## config.mk

```make
export PLATFORM = sky130hd
export DESIGN_NAME = ccd_channel
export DESIGN_NICKNAME = d
export VERILOG_FILES = /design/src/logic/ccd_pkg.sv /design/src/logic/ccd_channel.sv /design/src/logic/ccd_stage.sv
export VERILOG_INCLUDE_DIRS = /design/src /design/src/logic
export SDC_FILE = /design/constraint.sdc
export NUM_CORES = 1
export LEC_CHECK = 0
export ABC_AREA = 1
export BUFFER_PORTS_ARGS = -buffer_cell sky130_fd_sc_hd__buf_2
export CORE_ASPECT_RATIO = 1.1
export CORE_MARGIN = 2
export CORE_UTILIZATION = 58
export CTS_BUF_LIST = sky130_fd_sc_hd__clkbuf_8
export DETAILED_ROUTE_END_ITERATION = 10
export PLACE_DENSITY = 0.91
export SLEW_MARGIN = 40
export SYNTH_ARGS = -nofsm -noshare
export SYNTH_HDL_FRONTEND = slang
export SYNTH_HIERARCHICAL = 1
export SYNTH_SLANG_ARGS = --single-unit
```

## constraint.sdc

```tcl
create_clock -name aclk -period 1.9 [get_ports aclk]
set_clock_uncertainty 0.2 [all_clocks]
set_input_delay 0.285 -clock aclk [delete_from_list [all_inputs] [get_ports aclk]]
set_output_delay 0.285 -clock aclk [all_outputs]
set_load 0.01 [all_outputs]
```

## src/logic/ccd_defs.svh

```systemverilog
// Register indexes, field positions, reset values and timing counts
`ifndef CCD_DEFS_SVH
`define CCD_DEFS_SVH

// ---------------------------------------------------------------
// Register indexes (byte address is four times the index)
// ---------------------------------------------------------------
`define CCD_IDX_C3_S1_CNT 10'h199
`define CCD_IDX_C3_PHASE 10'h19A
`define CCD_IDX_C3_S2_CNT 10'h19B
`define CCD_IDX_C3_CTRL 10'h19C
`define CCD_IDX_C3_DCC 10'h19D
`define CCD_IDX_C4_S1_CNT 10'h19E
`define CCD_IDX_STATUS 10'h1A4

// ---------------------------------------------------------------
// Field positions
// ---------------------------------------------------------------
`define CCD_LOW_MSB 7
`define CCD_LOW_LSB 4
`define CCD_HIGH_MSB 3
`define CCD_HIGH_LSB 0
`define CCD_CTRL_BYP2 5
`define CCD_CTRL_BYP1 4
`define CCD_CTRL_NOSYNC 3
`define CCD_CTRL_FORCE 2
`define CCD_CTRL_START2 1
`define CCD_CTRL_START1 0
`define CCD_DCC_OFF_BIT 0

// ---------------------------------------------------------------
// Reset values and bus constants
// ---------------------------------------------------------------
`define CCD_RST_BYTE 8'h00
`define CCD_RESP_OKAY 2'h0
`define CCD_RESP_SLVERR 2'h2
`define CCD_SYNC_FFS 3

`endif

```

## src/logic/ccd_pkg.sv

```systemverilog
// Types shared by the channel divider modules
package ccd_pkg;

  typedef enum logic [1:0] {
    CCD_ST_HOLD = 2'b00,
    CCD_ST_PHASE = 2'b01,
    CCD_ST_RUN = 2'b10
  } ccd_state_e;

  typedef logic [3:0] ccd_nib_t;
  typedef logic [7:0] ccd_byte_t;

endpackage

```

## src/logic/ccd_channel.sv

```systemverilog
// Channel 3 two-stage divider and channel 4 first stage, AXI4-Lite regs
//
// Function
// - Ch3 stage one low time is field+1
// - Ch3 stage one high time is field+1
// - Zero count means one cycle; counts reset zero
// - Ch3 stage two uses own count register
// - Stage two bypass passes its input through
// - Stage one bypass passes its input through
// - Ignore-sync bit makes Ch3 dividers disregard sync
// - Force bit sets output level while sync held, needs ignore-sync
// - Stage two start level bit
// - Stage one start level bit
// - Duty correction on unless disable bit set
// - Ch4 stage one low time is field+1
// - Ch4 stage one high time is field+1
//
// Register access over AXI4-Lite was chosen for this implementation.
`timescale 1ns/1ns
`include "ccd_defs.svh"

module ccd_channel
  import ccd_pkg::*;
#(
  parameter int ADDR_W = 12
)
(
  input wire logic aclk,
  input wire logic aresetn,
  input wire logic [ADDR_W-1:0] s_axi_awaddr,
  input wire logic s_axi_awvalid,
  output logic s_axi_awready,
  input wire logic [31:0] s_axi_wdata,
  input wire logic [3:0] s_axi_wstrb,
  input wire logic s_axi_wvalid,
  output logic s_axi_wready,
  output logic [1:0] s_axi_bresp,
  output logic s_axi_bvalid,
  input wire logic s_axi_bready,
  input wire logic [ADDR_W-1:0] s_axi_araddr,
  input wire logic s_axi_arvalid,
  output logic s_axi_arready,
  output logic [31:0] s_axi_rdata,
  output logic [1:0] s_axi_rresp,
  output logic s_axi_rvalid,
  input wire logic s_axi_rready,
  input wire logic sync_n,
  output logic chan3_out_q,
  output logic chan4_out,
  output logic duty_correction_en
);

  // ---------------------------------------------------------------
  // Registers
  // ---------------------------------------------------------------
  ccd_byte_t c3_s1_q;
  ccd_byte_t c3_ph_q;
  ccd_byte_t c3_s2_q;
  logic [5:0] c3_ctl_q;
  logic c3_dcc_off_q;
  ccd_byte_t c4_s1_q;

  logic aw_held_q;
  logic [9:0] aw_idx_q;
  logic w_held_q;
  ccd_byte_t w_data_q;
  logic w_lane_q;
  logic bvalid_q;
  logic [1:0] bresp_q;
  logic rvalid_q;
  logic [31:0] rdata_q;
  logic [1:0] rresp_q;

  logic [`CCD_SYNC_FFS-1:0] sync_ff_q;
  logic sync_lvl_q;
  logic sync_act;
  logic nosync;
  logic hold3;
  logic s1_out;
  logic s1_rise;
  logic s2_out;
  logic c4_out;
  logic do_write;
  logic [9:0] ar_idx;
  logic [31:0] rd_word;
  logic rd_ok;
  logic wr_ok;

  assign nosync = c3_ctl_q[`CCD_CTRL_NOSYNC];

  // ---------------------------------------------------------------
  // Write channel
  // ---------------------------------------------------------------
  assign s_axi_awready = !aw_held_q && !bvalid_q;
  assign s_axi_wready = !w_held_q && !bvalid_q;
  assign s_axi_bvalid = bvalid_q;
  assign s_axi_bresp = bresp_q;
  assign do_write = aw_held_q && w_held_q && !bvalid_q;

  always_comb begin
    case (aw_idx_q)
      `CCD_IDX_C3_S1_CNT: wr_ok = 1'b1;
      `CCD_IDX_C3_PHASE: wr_ok = 1'b1;
      `CCD_IDX_C3_S2_CNT: wr_ok = 1'b1;
      `CCD_IDX_C3_CTRL: wr_ok = 1'b1;
      `CCD_IDX_C3_DCC: wr_ok = 1'b1;
      `CCD_IDX_C4_S1_CNT: wr_ok = 1'b1;
      default: wr_ok = 1'b0;
    endcase
  end

  always_ff @(posedge aclk) begin
    if (!aresetn) begin
      aw_held_q <= 1'b0;
      aw_idx_q <= 10'h000;
      w_held_q <= 1'b0;
      w_data_q <= `CCD_RST_BYTE;
      w_lane_q <= 1'b0;
      bvalid_q <= 1'b0;
      bresp_q <= `CCD_RESP_OKAY;
    end else begin
      // Address and data may arrive in either order
      if (s_axi_awvalid && s_axi_awready) begin
        aw_held_q <= 1'b1;
        aw_idx_q <= s_axi_awaddr[11:2];
      end
      if (s_axi_wvalid && s_axi_wready) begin
        w_held_q <= 1'b1;
        w_data_q <= s_axi_wdata[7:0];
        w_lane_q <= s_axi_wstrb[0];
      end
      if (do_write) begin
        aw_held_q <= 1'b0;
        w_held_q <= 1'b0;
        bvalid_q <= 1'b1;
        bresp_q <= wr_ok ? `CCD_RESP_OKAY : `CCD_RESP_SLVERR;
      end else if (bvalid_q && s_axi_bready) begin
        bvalid_q <= 1'b0;
      end
    end
  end

  // Only byte lane 0 carries data; other lanes are read-as-zero
  always_ff @(posedge aclk) begin
    if (!aresetn) begin
      c3_s1_q <= `CCD_RST_BYTE;
      c3_ph_q <= `CCD_RST_BYTE;
      c3_s2_q <= `CCD_RST_BYTE;
      c3_ctl_q <= 6'h00;
      c3_dcc_off_q <= 1'b0;
      c4_s1_q <= `CCD_RST_BYTE;
    end else if (do_write && w_lane_q) begin
      case (aw_idx_q)
        `CCD_IDX_C3_S1_CNT: c3_s1_q <= w_data_q;
        `CCD_IDX_C3_PHASE: c3_ph_q <= w_data_q;
        `CCD_IDX_C3_S2_CNT: c3_s2_q <= w_data_q;
        `CCD_IDX_C3_CTRL: c3_ctl_q <= w_data_q[5:0];
        `CCD_IDX_C3_DCC: c3_dcc_off_q <= w_data_q[`CCD_DCC_OFF_BIT];
        `CCD_IDX_C4_S1_CNT: c4_s1_q <= w_data_q;
        default: c3_ctl_q <= c3_ctl_q;
      endcase
    end
  end

  // ---------------------------------------------------------------
  // Read channel
  // ---------------------------------------------------------------
  assign ar_idx = s_axi_araddr[11:2];
  assign s_axi_arready = !rvalid_q;
  assign s_axi_rvalid = rvalid_q;
  assign s_axi_rdata = rdata_q;
  assign s_axi_rresp = rresp_q;

  always_comb begin
    rd_word = 32'h0000_0000;
    rd_ok = 1'b1;
    case (ar_idx)
      `CCD_IDX_C3_S1_CNT: rd_word[7:0] = c3_s1_q;
      `CCD_IDX_C3_PHASE: rd_word[7:0] = c3_ph_q;
      `CCD_IDX_C3_S2_CNT: rd_word[7:0] = c3_s2_q;
      `CCD_IDX_C3_CTRL: rd_word[5:0] = c3_ctl_q;
      `CCD_IDX_C3_DCC: rd_word[0] = c3_dcc_off_q;
      `CCD_IDX_C4_S1_CNT: rd_word[7:0] = c4_s1_q;
      `CCD_IDX_STATUS: rd_word[4:0] = {hold3, c4_out, s2_out, s1_out,
                                        chan3_out_q};
      default: rd_ok = 1'b0;
    endcase
  end

  always_ff @(posedge aclk) begin
    if (!aresetn) begin
      rvalid_q <= 1'b0;
      rdata_q <= 32'h0000_0000;
      rresp_q <= `CCD_RESP_OKAY;
    end else if (s_axi_arvalid && s_axi_arready) begin
      rvalid_q <= 1'b1;
      rdata_q <= rd_word;
      rresp_q <= rd_ok ? `CCD_RESP_OKAY : `CCD_RESP_SLVERR;
    end else if (rvalid_q && s_axi_rready) begin
      rvalid_q <= 1'b0;
    end
  end

  // ---------------------------------------------------------------
  // Chip-level sync pin
  // ---------------------------------------------------------------
  // Level counts only once the second and third flops agree
  always_ff @(posedge aclk) begin
    if (!aresetn) begin
      sync_ff_q <= 3'h7;
      sync_lvl_q <= 1'b1;
    end else begin
      sync_ff_q <= {sync_ff_q[1:0], sync_n};
      if (sync_ff_q[1] == sync_ff_q[2]) begin
        sync_lvl_q <= sync_ff_q[2];
      end
    end
  end

  assign sync_act = !sync_lvl_q;
  assign hold3 = sync_act && !nosync;

  // ---------------------------------------------------------------
  // Divider stages
  // ---------------------------------------------------------------
  ccd_stage u_c3_s1 (
    .aclk(aclk),
    .aresetn(aresetn),
    .in_tick(1'b1),
    .low_cnt(c3_s1_q[`CCD_LOW_MSB:`CCD_LOW_LSB]),
    .high_cnt(c3_s1_q[`CCD_HIGH_MSB:`CCD_HIGH_LSB]),
    .phase(c3_ph_q[3:0]),
    .bypass(c3_ctl_q[`CCD_CTRL_BYP1]),
    .start_high(c3_ctl_q[`CCD_CTRL_START1]),
    .hold(hold3),
    .out_q(s1_out),
    .rise_q(s1_rise)
  );

  // Stage two advances once per stage one output period
  ccd_stage u_c3_s2 (
    .aclk(aclk),
    .aresetn(aresetn),
    .in_tick(s1_rise),
    .low_cnt(c3_s2_q[`CCD_LOW_MSB:`CCD_LOW_LSB]),
    .high_cnt(c3_s2_q[`CCD_HIGH_MSB:`CCD_HIGH_LSB]),
    .phase(c3_ph_q[7:4]),
    .bypass(c3_ctl_q[`CCD_CTRL_BYP2]),
    .start_high(c3_ctl_q[`CCD_CTRL_START2]),
    .hold(hold3),
    .out_q(s2_out),
    .rise_q()
  );

  // Channel 4 has only its counts; phase, bypass and start level are tied low
  ccd_stage u_c4_s1 (
    .aclk(aclk),
    .aresetn(aresetn),
    .in_tick(1'b1),
    .low_cnt(c4_s1_q[`CCD_LOW_MSB:`CCD_LOW_LSB]),
    .high_cnt(c4_s1_q[`CCD_HIGH_MSB:`CCD_HIGH_LSB]),
    .phase(4'h0),
    .bypass(1'b0),
    .start_high(1'b0),
    .hold(sync_act),
    .out_q(c4_out),
    .rise_q()
  );

  assign chan4_out = c4_out;
  assign duty_correction_en = !c3_dcc_off_q;

  // ---------------------------------------------------------------
  // Channel 3 output and forced level
  // ---------------------------------------------------------------
  // Force applies only while sync is held and ignored
  always_ff @(posedge aclk) begin
    if (!aresetn) begin
      chan3_out_q <= 1'b0;
    end else if (nosync && sync_act) begin
      chan3_out_q <= c3_ctl_q[`CCD_CTRL_FORCE];
    end else if (c3_ctl_q[`CCD_CTRL_BYP2]) begin
      // Stage two ticks are pulses, so bypass routes the stage one clock
      chan3_out_q <= s1_out;
    end else begin
      chan3_out_q <= s2_out;
    end
  end

  // ---------------------------------------------------------------
  // Checks
  // ---------------------------------------------------------------
  a_force_level: assert property (
    @(posedge aclk) disable iff (!aresetn)
    (nosync && sync_act) |=> chan3_out_q == $past(c3_ctl_q[2]))
    else $error("forced level not on channel 3 output");

  a_ignore_sync: assert property (
    @(posedge aclk) disable iff (!aresetn)
    sync_act |-> (hold3 == !nosync))
    else $error("sync hold disagrees with ignore bit");

  a_counts_reset: assert property (
    @(posedge aclk)
    !aresetn |=> (c3_s1_q == 8'h00 && c3_s2_q == 8'h00 &&
                  c4_s1_q == 8'h00 && c3_ph_q == 8'h00))
    else $error("count fields not zero after reset");

  a_stage2_write: assert property (
    @(posedge aclk) disable iff (!aresetn)
    (do_write && w_lane_q && aw_idx_q == 10'h19B)
    |=> c3_s2_q == $past(w_data_q))
    else $error("stage two counts not written");

  a_dcc_follow: assert property (
    @(posedge aclk) disable iff (!aresetn)
    (do_write && w_lane_q && aw_idx_q == 10'h19D)
    |=> duty_correction_en == !$past(w_data_q[0]))
    else $error("duty correction does not follow its bit");

  a_write_resp: assert property (
    @(posedge aclk) disable iff (!aresetn)
    do_write |=> s_axi_bvalid ##0 (s_axi_bresp == `CCD_RESP_SLVERR)
      == !$past(wr_ok))
    else $error("write response missing or wrong");

endmodule

```

## src/logic/ccd_stage.sv

```systemverilog
// One divider stage: low/high counts, phase offset, bypass, start level
`timescale 1ns/1ns
`include "ccd_defs.svh"

module ccd_stage
  import ccd_pkg::*;
(
  input wire logic aclk,
  input wire logic aresetn,
  input wire logic in_tick,
  input wire ccd_nib_t low_cnt,
  input wire ccd_nib_t high_cnt,
  input wire ccd_nib_t phase,
  input wire logic bypass,
  input wire logic start_high,
  input wire logic hold,
  output logic out_q,
  output logic rise_q
);

  ccd_state_e state_q;
  ccd_nib_t cnt_q;
  ccd_nib_t ph_cnt_q;
  ccd_nib_t limit;

  assign limit = out_q ? high_cnt : low_cnt;

  // ---------------------------------------------------------------
  // Divider sequence
  // ---------------------------------------------------------------
  always_ff @(posedge aclk) begin
    if (!aresetn) begin
      state_q <= CCD_ST_HOLD;
      cnt_q <= 4'h0;
      ph_cnt_q <= 4'h0;
      out_q <= 1'b0;
      rise_q <= 1'b0;
    end else begin
      rise_q <= 1'b0;
      if (hold) begin
        state_q <= CCD_ST_HOLD;
        cnt_q <= 4'h0;
        out_q <= start_high;
      end else if (bypass) begin
        // Counters idle; the input tick passes straight through
        out_q <= in_tick;
        rise_q <= in_tick;
      end else begin
        case (state_q)
          CCD_ST_HOLD: begin
            cnt_q <= 4'h0;
            out_q <= start_high;
            if (phase == 4'h0) begin
              state_q <= CCD_ST_RUN;
            end else begin
              ph_cnt_q <= phase - 4'h1;
              state_q <= CCD_ST_PHASE;
            end
          end
          CCD_ST_PHASE: begin
            if (in_tick) begin
              if (ph_cnt_q == 4'h0) begin
                state_q <= CCD_ST_RUN;
              end else begin
                ph_cnt_q <= ph_cnt_q - 4'h1;
              end
            end
          end
          CCD_ST_RUN: begin
            if (in_tick) begin
              if (cnt_q == limit) begin
                // Level lasts limit+1 input cycles, so zero means one
                out_q <= ~out_q;
                rise_q <= ~out_q;
                cnt_q <= 4'h0;
              end else begin
                cnt_q <= cnt_q + 4'h1;
              end
            end
          end
          default: begin
            state_q <= CCD_ST_HOLD;
          end
        endcase
      end
    end
  end

  // ---------------------------------------------------------------
  // Checks
  // ---------------------------------------------------------------
  a_low_ends: assert property (
    @(posedge aclk) disable iff (!aresetn)
    (state_q == CCD_ST_RUN && !hold && !bypass && in_tick && !out_q &&
     cnt_q == low_cnt) |=> out_q)
    else $error("low phase did not end after low count");

  a_high_ends: assert property (
    @(posedge aclk) disable iff (!aresetn)
    (state_q == CCD_ST_RUN && !hold && !bypass && in_tick && out_q &&
     cnt_q == high_cnt) |=> !out_q)
    else $error("high phase did not end after high count");

  a_no_early: assert property (
    @(posedge aclk) disable iff (!aresetn)
    (state_q == CCD_ST_RUN && !hold && !bypass && cnt_q != limit)
    |=> out_q == $past(out_q))
    else $error("level changed before its count ran out");

  a_bypass_pass: assert property (
    @(posedge aclk) disable iff (!aresetn)
    (bypass && !hold) |=> (out_q == $past(in_tick)))
    else $error("bypassed stage did not pass its input");

  a_hold_start: assert property (
    @(posedge aclk) disable iff (!aresetn)
    hold |=> (out_q == $past(start_high) && state_q == CCD_ST_HOLD))
    else $error("held stage not at its start level");

  a_phase_delay: assert property (
    @(posedge aclk) disable iff (!aresetn)
    (state_q == CCD_ST_PHASE && !hold && !bypass)
    |=> out_q == $past(out_q))
    else $error("output moved during phase delay");

endmodule
```

## Word-level counts from Yosys, hierarchy flattened

Index checks and enable logic that the tools add are counted.

- Bitwise operators: 11
- Reduce and logical (&&, ||, !) cells: 58
- $add $sub $neg: 8
- Mux-type cells: 54
- Eq/ne operators: 36

Operators with widths:

| cell | count |
|---|---|
| $eq 10x9->1 const B | 13 |
| $mux 4 | 12 |
| $pmux 4 s2 | 5 |
| $pmux 4 s6 | 1 |
| $reduce_and 2->1 | 11 |
| $logic_not 4->1 | 5 |
| $sub 4x1->4 const B | 5 |
| $mux 1 | 19 |
| $pmux 2 s3 | 3 |
| $mux 2 | 8 |
| $reduce_bool 2->1 | 7 |
| $add 4x1->4 const B | 3 |
| $eq 4x4->1 | 3 |
| $logic_and 1x1->1 | 12 |
| $ne 2x2->1 const B | 6 |
| $reduce_and 3->1 | 4 |
| $not 1->1 | 11 |
| $ne 2x1->1 const B | 4 |
| $ne 4x3->1 const B | 2 |
| $pmux 2 s4 | 1 |
| $reduce_bool 4->1 | 2 |
| $logic_not 1->1 | 7 |
| $pmux 1 s7 | 1 |
| $reduce_or 7->1 | 1 |
| 12 further kinds | 21 |

- Register bits: 113
- Output and inout bits: 44

## Depth between registers and ports, before layout

- Depth in word-level cells: 7
- Mapped depth: 12

## Modules after synthesis

The synthesis kept the hierarchy.

Modules (own cells, without submodules):

| module | area an instance (um^2) | seq. area each (um^2) | times used | cells an instance |
|---|---|---|---|---|
| ccd_channel | 3599.7 | 1541.5 | 1 | 482 |
| ccd_stage | 883.3 | 240.2 | 3 | 154 |

## Worst setup path after synthesis

Ideal clock, no wire load.

- Kind: reg-to-reg
- Start point: reg bvalid_q (netlist: s_axi_bvalid)
- End point: reg c3_ph_q[0]
- Path slack: 0.366 ns
- Cell stages (with the launch flop): 7
- Arrival: 1.202 ns
- Setup time: 0.132 ns
- Data required time: 1.568 ns
- Clock period less this slack: 1.534 ns
- Cells stage by stage: dfxtp_1 -> nor2_2 -> nand2_2 -> nor2_8 -> nand2_2 -> nor4_4 -> a21oi_1

- Cells in the longest elaborated chain, start to end: 4

Ends and longest elaborated chain:

| element | line | source |
|---|---|---|
| start: declaration | ccd_channel.sv:68 | `logic bvalid_q;` |
| start signal: assignment | ccd_channel.sv:119 | `bvalid_q <= 1'b0;` |
| start signal: assignment | ccd_channel.sv:135 | `bvalid_q <= 1'b1;` |
| start signal: assignment | ccd_channel.sv:138 | `bvalid_q <= 1'b0;` |
| $logic_not 1->1 | ccd_channel.sv:98 | `assign do_write = aw_held_q && w_held_q && !bvalid_q;` |
| $logic_and 1x1->1 | ccd_channel.sv:98 |  |
| $logic_and 1x1->1 | ccd_channel.sv:152 | `end else if (do_write && w_lane_q) begin` |
| $reduce_and 2->1 (no line) | -- |  |
| end signal: assignment | ccd_channel.sv:147 | `` c3_ph_q <= `CCD_RST_BYTE; `` |
| end signal: assignment | ccd_channel.sv:155 | `` `CCD_IDX_C3_PHASE: c3_ph_q <= w_data_q; `` |
| end: declaration | ccd_channel.sv:57 | `ccd_byte_t c3_ph_q;` |

Every way passes these cells.
A chain may end at the register's enable or synchronous reset.

## Final worst setup path

- Start point: reg bvalid_q (netlist: s_axi_bvalid)
- End point: reg c3_ph_q[2]

The elaborated chain is that of the path after synthesis.

==> results.py <==
metrics = {
    "route": {
        "wl_um": 15300,
        "drcViolationCount": 0,
        "drt-wirelength-per-cell_um": 12.9,
        "viasPerCell": 5.23,
        "vias": 6222,
        "antenna_left": 0,
        "drtIter0Drc": 579,
        "drt-pass1-iter-count": 6,
    },
    "critical_path": {
        "cp.required_ps": 1970,
        "path_class": "flip-flop to flip-flop",
        "slowest_stage": "dfxtp_1",
        "r2r_slack_ps": 60,
        "r2r_start": "s_axi_bvalid",
        "cp_max_fo": 9,
        "r2r-end": "c3_ph_q[2]",
        "critPathTopFamily": "simple AND/OR/NAND/NOR gates",
        "max_stage_delay_ps": 380,
        "crit_buf_inv": 1,
        "start_kind": "flip-flop",
        "path_depth": 7,
        "ff2ff_path_depth": 7,
        "crit_top_cell": "nand2_2",
        "critPathCaptureType": "flip-flop",
        "arrival_ps": 1910,
        "crit_chain": "nor2_2, nand2_2, nor2_8, nand2_2, nor4_4, buf_6, a21oi_1",
    },
    "place": {
        "place_area_sq_um": 6630,
        "place_hpwl_um": 11000,
        "pre_cts_ws_ps": 41.8,
        "portBuffers": 54,
        "placed_cells_incl_taps": 1151,
        "gp_congestion": 0.981,
    },
    "finish": {
        "fin_nets": 1115,
        "fin_cells": 1189,
        "fin_area_sq_um": 7070,
        "postLayoutCoreUtil": 0.680,
        "regArea_sq_um": 2220,
        "syn2layout_area_growth_pct": 14.4,
        "drive_gt1_frac": 0.138,
        "fillCellCount": 913,
        "multi_input_area_sq_um": 3310,
    },
    "min_path": {
        "hp-class": "input port to flip-flop",
        "hold_start": "s_axi_awaddr[8]",
        "min_to": "aw_idx_q[6]",
        "hold_depth": 3,
    },
    "synthesis": {
        "netlist_instances": 936,
        "synth.avg_cell_area_sq_um": 6.60,
        "netlist_area_sq_um": 6180,
        "synth_warnings": 6,
    },
    "power_and_ir_drop": {
        "leakagePower_nw": 3.21,
        "vdd_ir_drop_max_mv": 0.444,
        "p_per_area_nw_per_um2": 720,
    },
    "global_route": {
        "use_met3": 0.0473,
        "grt_overflow_total": 0,
        "grtUsageMet2": 0.469,
        "grt-busiest-layer": "met2",
        "grt_pass1_wl_um": 25000,
        "grt_max_degree": 36,
        "grtUsageMet1": 0.340,
        "antenna_found_initial": 0,
        "grt_use_total": 0.273,
        "grt_pass1_vias": 5696,
    },
    "sta": {
        "holdWs_ps": -1.78,
        "relSlewSlack": 0.646,
        "min_period_over_period": 0.967,
        "drv_slew": 0,
        "tightest_slew_ps": 530,
        "period_needed_ps": 1840,
        "max_freq_mhz": 544,
        "hold_violations": 1,
        "setup_ws_ps": 61.9,
        "setup_viol": 0,
        "grt_setup_unrepaired": "yes",
    },
    "run_status": {
        "violations": "negative hold slack",
        "status": "finished, violations left",
    },
    "floorplanning": {
        "start_util": 0.595,
        "pin_count": 112,
        "die_w_um": 102,
        "dieArea_sq_um": 11500,
        "fp.dieH_um": 112,
        "fp-row-count": 39,
        "coreArea_sq_um": 10400,
    },
    "cts": {
        "clock_latency_ps": 380,
        "numCtsBuffers": 9,
        "cts.sinks": 111,
        "cts_tree": "built",
        "root_buffer": "clkbuf_8",
        "htree_levels": 3,
        "clk_path_buf_depth": 2,
        "clkTransAtPathRegs_ps": 100,
    },
    "run": {
        "max_cap_viol_count": 0,
    },
}
flip-flops by register name, indices dropped and copies added, names as in the netlist, 6 cells and up:
register / cells
c3_ph_q: 8
w_data_q: 8
aw_idx_q: 10
c4_s1_q: 8
c3_s1_q: 8
c3_s2_q: 8
c3_ctl_q: 6
s_axi_rdata: 8
worst max-delay path by stage:
stage / start / to / slack [ps]
floorplan: s_axi_bvalid / c3_ph_q[0] / 370
global placement: sync_lvl_q / u_c3_s2/ph_cnt_q[3] / 110
detailed placement: sync_lvl_q / u_c3_s1/ph_cnt_q[1] / 40
CTS: s_axi_bvalid / c3_s2_q[1] / 60
global route: aw_idx_q[8] / c4_s1_q[1] / -40
finish: s_axi_bvalid / c3_ph_q[2] / 60
routing by layer:
metal,wire (um),vias up
met5,0,-
met4,420,0
met3,1150,52
met2,7270,232
met1,6510,2784
li1,-,3154
metrics by stage:
step	total power, W	TNS, ps
2_1_floorplan	0.00333	0
3_3_place_gp	0.00352	0
3_5_place_dp	0.00355	0
4_1_cts	0.00508	0
5_1_grt	0.00535	-367
6_report	0.00509	0
layout by cell type (no fill, tap or decap), types with 2 or more instances in the layout:
cell and n:
a21boi_0 3, a21oi_1 79, a21oi_2 2, buf_2 54, buf_4 16, bufinv_16 2, clkbuf_8 9, conb_1 46
dfxtp_1 111, dlygate4sd3_1 17, ha_1 6, inv_1 141, inv_2 12, nand2_1 171, nand2_2 14, nand3_1 65
nand3_4 2, nand4_1 10, nor2_1 104, nor2_2 11, nor2_4 4, nor3_1 2, nor3_2 2, o2111ai_1 3
o211ai_1 4, o21ai_0 93, o21ai_1 28, o21ai_2 5, o22ai_1 2, or2_2 3, xnor2_1 3, xor2_1 6
worst register-to-register path, cell delays in order, from the launching register on:
cell and delay [ps]:
dfxtp_1 380, nor2_2 160, nand2_2 130, nor2_8 210, nand2_2 100, nor4_4 300, buf_6 170, a21oi_1 70
repair_timing:
item,in CTS,in global routing
hold buffers,17,0
endpoints found under the setup margin,1,22
pin swaps,0,2
gates resized for setup,1,3
setup buffers,0,5
endpoints found under the hold margin,17,0
report_power, final:
part           internal, W  switching [W]  total, W
combinational     0.000337       0.000606  0.000943
clock             0.000736       0.000800   0.00154
sequential         0.00246       0.000150   0.00261
layout make-up:
| type | count | area share |
|---|---|---|
| multi-input cells | 678 | 0.468 |
| clock buffers | 9 | 0.0175 |
| flip-flops and latches | 111 | 0.314 |
| inverters | 153 | 0.0812 |
| repair buffers | 88 | 0.0809 |
| diodes | 1 | 0.000354 |
| well taps | 143 | 0.0253 |
| clock inverters | 6 | 0.0122 |
(Power assumes the default switching activity.)
